[src/hw/spx_pkg.sv]
package spx_pkg;
   // Opcodes handled by this block (inherent addressing only)
   localparam logic [7:0] OPC_PUSH_A  = 8'h36;
   localparam logic [7:0] OPC_PUSH_B  = 8'h37;
   localparam logic [7:0] OPC_PUSH_CC = 8'h39;
   localparam logic [7:0] OPC_PUSH_D  = 8'h3b;
   localparam logic [7:0] OPC_PUSH_X  = 8'h34;
   localparam logic [7:0] OPC_PUSH_Y  = 8'h35;
   localparam logic [7:0] OPC_POP_A   = 8'h32;
   localparam logic [7:0] OPC_POP_B   = 8'h33;
   // Pointer steps
   localparam logic [15:0] STEP_ONE   = 16'h0001;
   localparam logic [15:0] STEP_TWO   = 16'h0002;
   // Reset values
   localparam logic [15:0] SP_RESET   = 16'h0000;
   localparam logic [7:0]  BYTE_RESET = 8'h00;
   localparam logic [15:0] WORD_RESET = 16'h0000;
   // Sequencer states, one-hot
   typedef enum logic [3:0] {
      SPX_IDLE  = 4'b0001,
      SPX_WRITE = 4'b0010,
      SPX_READ  = 4'b0100,
      SPX_LOAD  = 4'b1000
   } spx_state_type;
endpackage

[src/hw/spx_sync.sv]
`timescale 1ns/10ps
// Two-flop reset release, asserts asynchronously
module spx_sync (
   input  wire logic clk,
   input  wire logic arst_n,
   output logic      srst_n
);
   logic meta_q; // First stage, read only by second
   // Release through two stages
   always_ff @(posedge clk or negedge arst_n) begin
      if (!arst_n) begin
         meta_q <= 1'b0;
         srst_n <= 1'b0;
      end else begin
         meta_q <= 1'b1;
         srst_n <= meta_q;
      end
   end
endmodule

[src/hw/spx_stack_push_pull_exec.sv]
`timescale 1ns/10ps
// Overview of operation
// - 36 lowers pointer one, stores accumulator A
// - 37 lowers pointer one, stores accumulator B
// - 39 lowers pointer one, stores condition codes
// - 3B lowers pointer two, stores A then B
// - After double push pointer addresses A byte
// - 34 lowers pointer two, stores first pointer
// - 35 lowers pointer two, stores second pointer
// - 32 loads A from top, raises pointer
// - 33 loads B from top, raises pointer
module spx_stack_push_pull_exec
   import spx_pkg::*;
(
   input  wire logic         mclk,          // System clock, 40 MHz
   input  wire logic         rst_n,         // Asynchronous reset, active low
   input  wire logic         op_valid,      // Opcode offered
   input  wire logic [7:0]   op_code,       // Opcode byte
   input  wire logic [7:0]   accum_a_in,    // Accumulator A value
   input  wire logic [7:0]   accum_b_in,    // Accumulator B value
   input  wire logic [15:0]  ptr_x_in,      // First index register
   input  wire logic [15:0]  ptr_y_in,      // Second index register
   input  wire logic [7:0]   flags_in,      // Condition code register
   input  wire logic [7:0]   mem_rdata,     // Read data, same cycle as read strobe
   output logic              op_ready,      // Idle, may take an opcode
   output logic              op_done,       // Opcode finished pulse
   output logic              op_illegal,    // Opcode not ours pulse
   output logic [15:0]       stack_pointer, // Stack pointer register
   output logic              mem_we,        // Write strobe
   output logic              mem_re,        // Read strobe
   output logic              mem_wide,      // Write is 16-bit big-endian
   output logic [15:0]       mem_addr,      // Byte address
   output logic [15:0]       mem_wdata,     // Write data, byte in low bits
   output logic              acc_a_we,      // Load A strobe
   output logic              acc_b_we,      // Load B strobe
   output logic [7:0]        acc_load_data, // Pulled byte
   output logic [7:0]        flags_out      // Condition codes, untouched
);
   import spx_pkg::*;

   logic          srst_n;  // Synchronised reset
   spx_state_type state_q; // Sequencer state
   logic          pop_b_q; // Pull targets B

   // Reset release
   spx_sync u_rst (
      .clk    (mclk),
      .arst_n (rst_n),
      .srst_n (srst_n)
   );

   // Decode helpers
   logic is_push1;
   logic is_push2;
   logic is_pop;
   logic take;
   assign is_push1 = (op_code == OPC_PUSH_A) || (op_code == OPC_PUSH_B) ||
                     (op_code == OPC_PUSH_CC);
   assign is_push2 = (op_code == OPC_PUSH_D) || (op_code == OPC_PUSH_X) ||
                     (op_code == OPC_PUSH_Y);
   assign is_pop   = (op_code == OPC_POP_A) || (op_code == OPC_POP_B);
   assign take     = op_valid && (state_q == SPX_IDLE);

   // Sequencer
   always_ff @(posedge mclk or negedge srst_n) begin
      if (!srst_n) begin
         state_q <= SPX_IDLE;
      end else begin
         case (state_q)
            SPX_IDLE: begin
               if (take && (is_push1 || is_push2)) begin
                  state_q <= SPX_WRITE;
               end else if (take && is_pop) begin
                  state_q <= SPX_READ;
               end
            end
            SPX_WRITE: state_q <= SPX_IDLE;
            SPX_READ:  state_q <= SPX_LOAD;
            SPX_LOAD:  state_q <= SPX_IDLE;
            default:   state_q <= SPX_IDLE;
         endcase
      end
   end

   // Stack pointer: lowered before write, raised after read
   always_ff @(posedge mclk or negedge srst_n) begin
      if (!srst_n) begin
         stack_pointer <= SP_RESET;
      end else if (take && is_push1) begin
         stack_pointer <= stack_pointer - STEP_ONE;
      end else if (take && is_push2) begin
         stack_pointer <= stack_pointer - STEP_TWO;
      end else if (state_q == SPX_LOAD) begin
         stack_pointer <= stack_pointer + STEP_ONE;
      end
   end

   // Memory strobes and data
   always_ff @(posedge mclk or negedge srst_n) begin
      if (!srst_n) begin
         mem_we    <= 1'b0;
         mem_re    <= 1'b0;
         mem_wide  <= 1'b0;
         mem_addr  <= WORD_RESET;
         mem_wdata <= WORD_RESET;
      end else begin
         mem_we   <= 1'b0;
         mem_re   <= 1'b0;
         mem_wide <= 1'b0;
         if (take && is_push1) begin
            // Write at the lowered pointer
            mem_we   <= 1'b1;
            mem_addr <= stack_pointer - STEP_ONE;
            case (op_code)
               OPC_PUSH_A: mem_wdata <= {BYTE_RESET, accum_a_in};
               OPC_PUSH_B: mem_wdata <= {BYTE_RESET, accum_b_in};
               default:    mem_wdata <= {BYTE_RESET, flags_in};
            endcase
         end else if (take && is_push2) begin
            // High byte at lower address, big-endian
            mem_we   <= 1'b1;
            mem_wide <= 1'b1;
            mem_addr <= stack_pointer - STEP_TWO;
            case (op_code)
               OPC_PUSH_D: mem_wdata <= {accum_a_in, accum_b_in};
               OPC_PUSH_X: mem_wdata <= ptr_x_in;
               default:    mem_wdata <= ptr_y_in;
            endcase
         end else if (take && is_pop) begin
            // Read at current pointer
            mem_re   <= 1'b1;
            mem_addr <= stack_pointer;
         end
      end
   end

   // Pull target and accumulator load
   always_ff @(posedge mclk or negedge srst_n) begin
      if (!srst_n) begin
         pop_b_q       <= 1'b0;
         acc_a_we      <= 1'b0;
         acc_b_we      <= 1'b0;
         acc_load_data <= BYTE_RESET;
      end else begin
         acc_a_we <= 1'b0;
         acc_b_we <= 1'b0;
         if (take && is_pop) begin
            pop_b_q <= (op_code == OPC_POP_B);
         end
         if (state_q == SPX_READ) begin
            acc_load_data <= mem_rdata;
            acc_a_we      <= !pop_b_q;
            acc_b_we      <= pop_b_q;
         end
      end
   end

   // Handshake and status
   always_ff @(posedge mclk or negedge srst_n) begin
      if (!srst_n) begin
         op_ready   <= 1'b0;
         op_done    <= 1'b0;
         op_illegal <= 1'b0;
         flags_out  <= BYTE_RESET;
      end else begin
         op_done    <= take && (is_push1 || is_push2) || (state_q == SPX_READ);
         op_illegal <= take && !(is_push1 || is_push2 || is_pop);
         op_ready   <= (state_q == SPX_IDLE) && !take || (state_q == SPX_LOAD)
                       || (state_q == SPX_WRITE);
         flags_out  <= flags_in;
      end
   end

   // Assertions
   push_one_sp_a: assert property (@(posedge mclk) disable iff (!srst_n)
      take && is_push1 |=> stack_pointer == $past(stack_pointer) - STEP_ONE)
      else $error("single push did not lower pointer by one");
   push_two_sp_a: assert property (@(posedge mclk) disable iff (!srst_n)
      take && is_push2 |=> stack_pointer == $past(stack_pointer) - STEP_TWO)
      else $error("double push did not lower pointer by two");
   push_addr_a: assert property (@(posedge mclk) disable iff (!srst_n)
      mem_we |-> mem_addr == stack_pointer)
      else $error("write not at new pointer");
   push_a_data_a: assert property (@(posedge mclk) disable iff (!srst_n)
      take && op_code == OPC_PUSH_A |=> mem_we && mem_wdata[7:0] == $past(accum_a_in))
      else $error("A byte wrong");
   push_b_data_a: assert property (@(posedge mclk) disable iff (!srst_n)
      take && op_code == OPC_PUSH_B |=> mem_we && mem_wdata[7:0] == $past(accum_b_in))
      else $error("B byte wrong");
   push_cc_data_a: assert property (@(posedge mclk) disable iff (!srst_n)
      take && op_code == OPC_PUSH_CC |=> mem_we && mem_wdata[7:0] == $past(flags_in))
      else $error("flag byte wrong");
   push_d_order_a: assert property (@(posedge mclk) disable iff (!srst_n)
      take && op_code == OPC_PUSH_D |=> mem_wide && mem_wdata[15:8] == $past(accum_a_in))
      else $error("A not at lower address");
   push_d_low_a: assert property (@(posedge mclk) disable iff (!srst_n)
      take && op_code == OPC_PUSH_D |=> mem_wdata[7:0] == $past(accum_b_in))
      else $error("B not at higher address");
   push_d_top_a: assert property (@(posedge mclk) disable iff (!srst_n)
      take && op_code == OPC_PUSH_D |=> mem_we && mem_addr == stack_pointer)
      else $error("pointer not at stacked A byte");
   push_x_data_a: assert property (@(posedge mclk) disable iff (!srst_n)
      take && op_code == OPC_PUSH_X |=> mem_wdata == $past(ptr_x_in))
      else $error("first pointer data wrong");
   push_y_data_a: assert property (@(posedge mclk) disable iff (!srst_n)
      take && op_code == OPC_PUSH_Y |=> mem_wdata == $past(ptr_y_in))
      else $error("second pointer data wrong");
   pop_addr_a: assert property (@(posedge mclk) disable iff (!srst_n)
      mem_re |-> mem_addr == stack_pointer && !mem_we)
      else $error("read not at current pointer");
   pop_a_seq_a: assert property (@(posedge mclk) disable iff (!srst_n)
      take && op_code == OPC_POP_A |=> mem_re ##1 acc_a_we && !acc_b_we
      ##1 stack_pointer == $past(stack_pointer, 3) + STEP_ONE)
      else $error("pull A sequence wrong");
   pop_b_seq_a: assert property (@(posedge mclk) disable iff (!srst_n)
      take && op_code == OPC_POP_B |=> mem_re ##1 acc_b_we && !acc_a_we)
      else $error("pull B sequence wrong");
   illegal_quiet_a: assert property (@(posedge mclk) disable iff (!srst_n)
      take && !(is_push1 || is_push2 || is_pop) |=> !mem_we && !mem_re
      && stack_pointer == $past(stack_pointer))
      else $error("unhandled opcode touched stack");
   flags_kept_a: assert property (@(posedge mclk) disable iff (!srst_n)
      1'b1 |=> flags_out == $past(flags_in))
      else $error("condition codes altered");
endmodule

[config.mk]
export PLATFORM = sky130hd
export DESIGN_NAME = spx_stack_push_pull_exec
export DESIGN_NICKNAME = d
export VERILOG_FILES = /design/src/hw/spx_pkg.sv /design/src/hw/spx_sync.sv /design/src/hw/spx_stack_push_pull_exec.sv
export SDC_FILE = /design/constraint.sdc
export NUM_CORES = 1
export LEC_CHECK = 0
export BUFFER_PORTS_ARGS = -buffer_cell sky130_fd_sc_hd__buf_2
export CORE_UTILIZATION = 45
export CTS_BUF_LIST = sky130_fd_sc_hd__clkbuf_16
export CTS_CLUSTER_SIZE = 12
export DETAILED_ROUTE_END_ITERATION = 6
export PLACE_DENSITY = 0.79
export REMOVE_ABC_BUFFERS = 1
export SLEW_MARGIN = 40
export SYNTH_ARGS = -nofsm -noshare
export SYNTH_HDL_FRONTEND = slang
export SYNTH_HIERARCHICAL = 1
export SYNTH_SLANG_ARGS = --single-unit
export TNS_END_PERCENT = 100
[constraint.sdc]
create_clock -name mclk -period 7.4 [get_ports mclk]
set_input_delay 1.11 -clock mclk [delete_from_list [all_inputs] [get_ports mclk]]
set_output_delay 1.11 -clock mclk [all_outputs]
set_load 0.01 [all_outputs]
Yosys cells after proc, flatten, opt, wreduce, memory -nomap -nowiden. Cells that the tools add are included.

Register bits: 79.

Equality and inequality tests: 13. Add/sub/neg operators: 3. Mux-type cells: 21. Reduce and logical (&&, ||, !) cells: 23.

Operators by type and width (number): two-way mux 16 bit (8); equality test 8 x 6 -> 1 bit, second input constant (8); one-hot mux 16 bit (2 select lines) (1); adder 16 x 1 -> 16 bit, second input constant (1); one-hot mux 8 bit (2 select lines) (1); subtractor 16 x 1 -> 16 bit, second input constant (1); subtractor 16 x 2 -> 16 bit, second input constant (1); logical OR 1 bit (10); two-way mux 1 bit (8); two-way mux 4 bit (2); one-hot mux 4 bit (2 select lines) (1); logical AND 1 bit (7); nonzero test 3 bit (2); equality test 4 x 1 -> 1 bit, second input constant (1); equality test 4 x 2 -> 1 bit, second input constant (1); equality test 4 x 3 -> 1 bit, second input constant (1); equality test 4 bit, second input constant (1); logical NOT 1 bit (3); != test 3 x 1 -> 1 bit, second input constant (1); nonzero test 2 bit (1).

Logic depth before layout (Yosys ltp).
Depth after elaboration: 7. Depth in mapped cells: 8.

Modules after synthesis. Netlist, hierarchy kept.

By module, submodules not included: spx_stack_push_pull_exec (area each 4310.4 µm², instances 1, cells an instance 466); spx_sync (area each 53.8 µm², instances 1, cells an instance 3).

Worst setup path after synthesis. No wires, ideal clock.

Kind: in2reg. Start point: in op_code[0]. End point: reg mem_addr[11]. Path slack: 4799 ps. Arrival: 2460 ps. Setup time: 141 ps. Stages on the path: 6. Cell sequence: buf_2 and3b_1 o2111ai_2 clkbuf_1 clkbuf_1 a31oi_1.

Word-level cells in the longest chain between the ends: 6. Elaborated cells on any way between the ends: 19. Classes of those cells: eq/ne: 8; mux: 2; reduce/logical: 9.

RTL lines: start, declared (RTL line spx_stack_push_pull_exec.sv:18) `input wire logic [7:0] op_code,`; equality test 8 x 6 -> 1 bit (RTL line spx_stack_push_pull_exec.sv:59) `assign is_push2 = (op_code == OPC_PUSH_D) || (op_code == OPC_PUSH_X) ||`; logical OR 1 bit (2 in series) (RTL line spx_stack_push_pull_exec.sv:59); logical AND 1 bit (RTL line spx_stack_push_pull_exec.sv:119) `end else if (take && is_push2) begin`; two-way mux 16 bit (RTL line spx_stack_push_pull_exec.sv:119); two-way mux 16 bit (RTL line spx_stack_push_pull_exec.sv:110) `if (take && is_push1) begin`; end signal, assigned (RTL line spx_stack_push_pull_exec.sv:113) `mem_addr <= stack_pointer - STEP_ONE;`; end signal, assigned (RTL line spx_stack_push_pull_exec.sv:123) `mem_addr <= stack_pointer - STEP_TWO;`; end signal, assigned (RTL line spx_stack_push_pull_exec.sv:132) `mem_addr <= stack_pointer;`; end, declared (RTL line spx_stack_push_pull_exec.sv:32) `output logic [15:0] mem_addr,`.

Parallel ways exist; a longest one is shown, timed or not. A chain may end at the register's enable or synchronous reset.

Worst setup path after layout.
Start point: in op_code[7]. End point: reg stack_pointer[3].

Word-level cells in the longest chain between the ends: 6. Elaborated cells on any way between the ends: 15. Classes of those cells: eq/ne: 6; mux: 2; reduce/logical: 7.

RTL lines: equality test 8 x 6 -> 1 bit (RTL line spx_stack_push_pull_exec.sv:59); logical OR 1 bit (2 in series) (RTL line spx_stack_push_pull_exec.sv:59); logical AND 1 bit (RTL line spx_stack_push_pull_exec.sv:91) `end else if (take && is_push2) begin`; two-way mux 16 bit (RTL line spx_stack_push_pull_exec.sv:91); two-way mux 16 bit (RTL line spx_stack_push_pull_exec.sv:89) `end else if (take && is_push1) begin`; end signal, assigned (RTL line spx_stack_push_pull_exec.sv:90) `stack_pointer <= stack_pointer - STEP_ONE;`; end signal, assigned (RTL line spx_stack_push_pull_exec.sv:92) `stack_pointer <= stack_pointer - STEP_TWO;`; end signal, assigned (RTL line spx_stack_push_pull_exec.sv:94) `stack_pointer <= stack_pointer + STEP_ONE;`; end, declared (RTL line spx_stack_push_pull_exec.sv:28) `output logic [15:0] stack_pointer,`.

Parallel ways exist; a longest one is shown, timed or not.

==> run_results.csv <==
group,metric,value,unit
routing,wl,13110,microns
run,maxCapViolations,0,
cts,ctsRootBufferMaster,"clkbuf_16",
yosys,synth_edf_count,0,
cts,clock_path_buffers,2,
global_route,grt_start_max_net_pins,44,
routing,first_pass_iters,6,
placement,preCtsSetupSlack,3374,ps
sta,fin_worst_skew,8.316,ps
cts,cts_htree_levels,3,
yosys,syn_inst,469,
global_route,grt_pass1_wl,21380,microns
setup_path,cp.required,7620,ps
floorplanning,rows,35,
cells_and_area,n_antenna_cell,0,
cells_and_area,multi_input_area,0.002235,sq mm
sta,finalCritPeriodShare,47.58,%
placement,io_buffers,146,
setup_path,crit_chain,"buf_2 -> nor4bb_4 -> o2111ai_4 -> buf_4 -> inv_1 -> o311ai_1 -> o21a_1 -> xnor2_1",
yosys,synth_area,0.004364,sq mm
floorplanning,start_util,46.79,%
global_route,grt_use_total,27.35,%
pwr,peakVddDrop,0.0001050,V
sta,relSlewSlack,48.49,%
routing,wl_per_cell,18.03,microns
yosys,yosysUniqueCellTypes,61,
setup_path,critPathBufInv,3,
cts,cts_buffers,9,
cts,clock_sinks,79,
yosys,ys_seq_area_share,45.33,%
yosys,synth_ff_type,"dfrtp_1",
global_route,antenna_found_initial,0,
hold_path,min_path_type,"reg -> async",
pwr,leakagePower,2.616,nW
cts,cts_tree,"done",
cts,postCtsResizedCells,0,
cells_and_area,drive_gt1_share,33.28,%
routing,drc,0,
setup_path,cpPeakStageDelay,660,ps
routing,post_drt_via_cell_ratio,5.967,
floorplanning,die_area,0.01010,sq mm
cells_and_area,area_growth,26.26,%
setup_path,start_kind,"primary input",
placement,dpl.hpwl,9522,microns
sta,period_minus_slack,3521,ps
setup_path,rrSetupSlack,4420,ps
run_status,status,"finished, final reports clean",
sta,rsz0062_at_grt,"no",
sta,finalSetupViolCount,0,
placement,place_area,0.005182,sq mm
sta,worst_pin_slew,753.1,ps
sta,fmax,284.0,MHz
setup_path,critPathArrivalTime,3740,ps
placement,place_congestion,0.8934,
setup_path,worst-setup-path-type,"in -> reg",
cells_and_area,n_fill_cell,834,
cells_and_area,ff_latch_area,0.001982,sq mm
sta,report.final.slew_viol_count,0,
cts,clk_pin_slew,70,ps
floorplanning,num_io_pins,147,
floorplanning,die_y,100.5,microns
setup_path,cp_max_fo,25,
setup_path,critPathTopFamily,"compound AO/OA/AOI/OAI gates",
floorplanning,die_x,100.5,microns
yosys,yosysWarnings,6,
yosys,syn_area_per_cell,9.305,sq um
routing,ant_nets,0,
pwr,p_per_area,222.6,mW/mm^2
sta,finalSetupTns,0,ps
routing,num_vias,4338,
cts,cts_post_setup_buffers_inserted,0,
cells_and_area,stdcell_area,0.005510,sq mm
sta,hold_viol,0,
routing,drt_iter0_markers,364,
setup_path,slowest_stage,"nor4bb_4",
floorplanning,fp.coreArea,0.009328,sq mm
yosys,synth-seq-cells,79,
cells_and_area,final_nets,673,
global_route,grt_pass1_vias,4256,
global_route,grt_remaining_overflow,0,
sta,finalWorstSetupSlack,3879,ps
cts,postCtsHoldBufs,0,
yosys,async_flop_share,100.0,%
cts,clock_latency,350,ps
setup_path,end_kind,"flop",
==> cells by family after synthesis <==
logic type | Yosys count | share of synthesized area, %
AOI/OAI and AO/OA | 164 | 24.89
adders and majority gates | 5 | 1.433
buffers and inverters | 50 | 4.931
and+or+nand+nor | 143 | 17.14
xor gates and xnor gates | 9 | 1.806
other | 1 | 0.08593
muxes | 18 | 4.387
DFF | 79 | 45.33
==> path summary, 6_finish.rpt <==
kind / startpoint / depth (start not counted) / to
max reg2reg: state_q[0] / 7 / stack_pointer[3]
max in group asynchronous: u_rst/srst_n / 1 / mem_addr[8]
max: op_code[7] / 8 / stack_pointer[3]
min in group mclk: u_rst/meta_q / 0 / u_rst/srst_n
min reg2reg: u_rst/srst_n / 0 / flags_out[4]
min: u_rst/srst_n / 0 / flags_out[4]
==> placed cells by master (no fill, tap or decap), types with 9 or more instances in the layout <==
cell type,synthesis,routed
buf_2,10,146
dfrtp_1,78,77
nand2_1,48,48
o21ai_0,40,40
nor2_1,37,37
a21oi_1,37,37
inv_1,13,13
a22oi_1,12,12
nor3_1,11,11
mux2_2,9,9
nand3_1,9,9
mux2i_1,9,9
clkbuf_16,0,9
==> area by class of cell <==
cell class / count / area share (%)
clock buffer: 9 / 4.087
sequential: 79 / 35.97
multi-input combinational: 340 / 40.55
timing repair buffer: 150 / 14.03
tap: 129 / 2.929
inverter: 13 / 0.8856
clock inverter: 7 / 1.544
==> stage by stage <==
step	power [mW]	util, %	hold WS [ps]	std cells
after floorplan	0.6503	-	331.2	432
after global placement	0.7598	55.05	337.2	710
after detailed placement	0.7673	55.56	343.5	711
after CTS	1.234	58.89	351.9	727
after global routing	1.283	59.07	377.8	727
final	1.227	59.07	334.4	727
==> power by group <==
group          switching (mW)  internal (mW)  total (mW)  leakage (nW)
Combinational           0.123         0.0993       0.222          1.47
Clock                   0.196          0.269       0.465         0.153
Sequential             0.0571          0.482       0.539         0.992
Total                   0.376          0.851        1.23          2.62
==> flip-flops by register name (all words and copies together) (netlist names), 4 cells and up <==
| name | cells |
|---|---|
| state_q | 4 |
| flags_out | 8 |
| mem_addr | 16 |
| mem_wdata | 16 |
| stack_pointer | 16 |
| acc_load_data | 8 |
==> synthesized netlist by cell type, drive strengths merged (9+ instances only) <==
cell type   n  area share [%]
dfrtp      78              45
nand2      48             4.1
o21ai      43             4.9
a21oi      37             4.2
nor2       37             3.2
clkbuf     25             2.2
inv        13             1.1
a22oi      12             2.1
buf        12             1.7
nor3       11             1.3
mux2        9             2.3
mux2i       9             2.1
nand3       9             1.0
==> routing by layer <==
| layer | GRT usage [%] | vias to the layer above | part of all wire [%] |
|---|---|---|---|
| li1 | - | 1988 | - |
| met1 | 35.50 | 2072 | 41 |
| met2 | 45.31 | 255 | 49 |
| met3 | 6.865 | 23 | 8.4 |
| met4 | 8.027 | 0 | 1.6 |
| met5 | 0 | - | 0 |
Power figures use the tool's default switching activity.
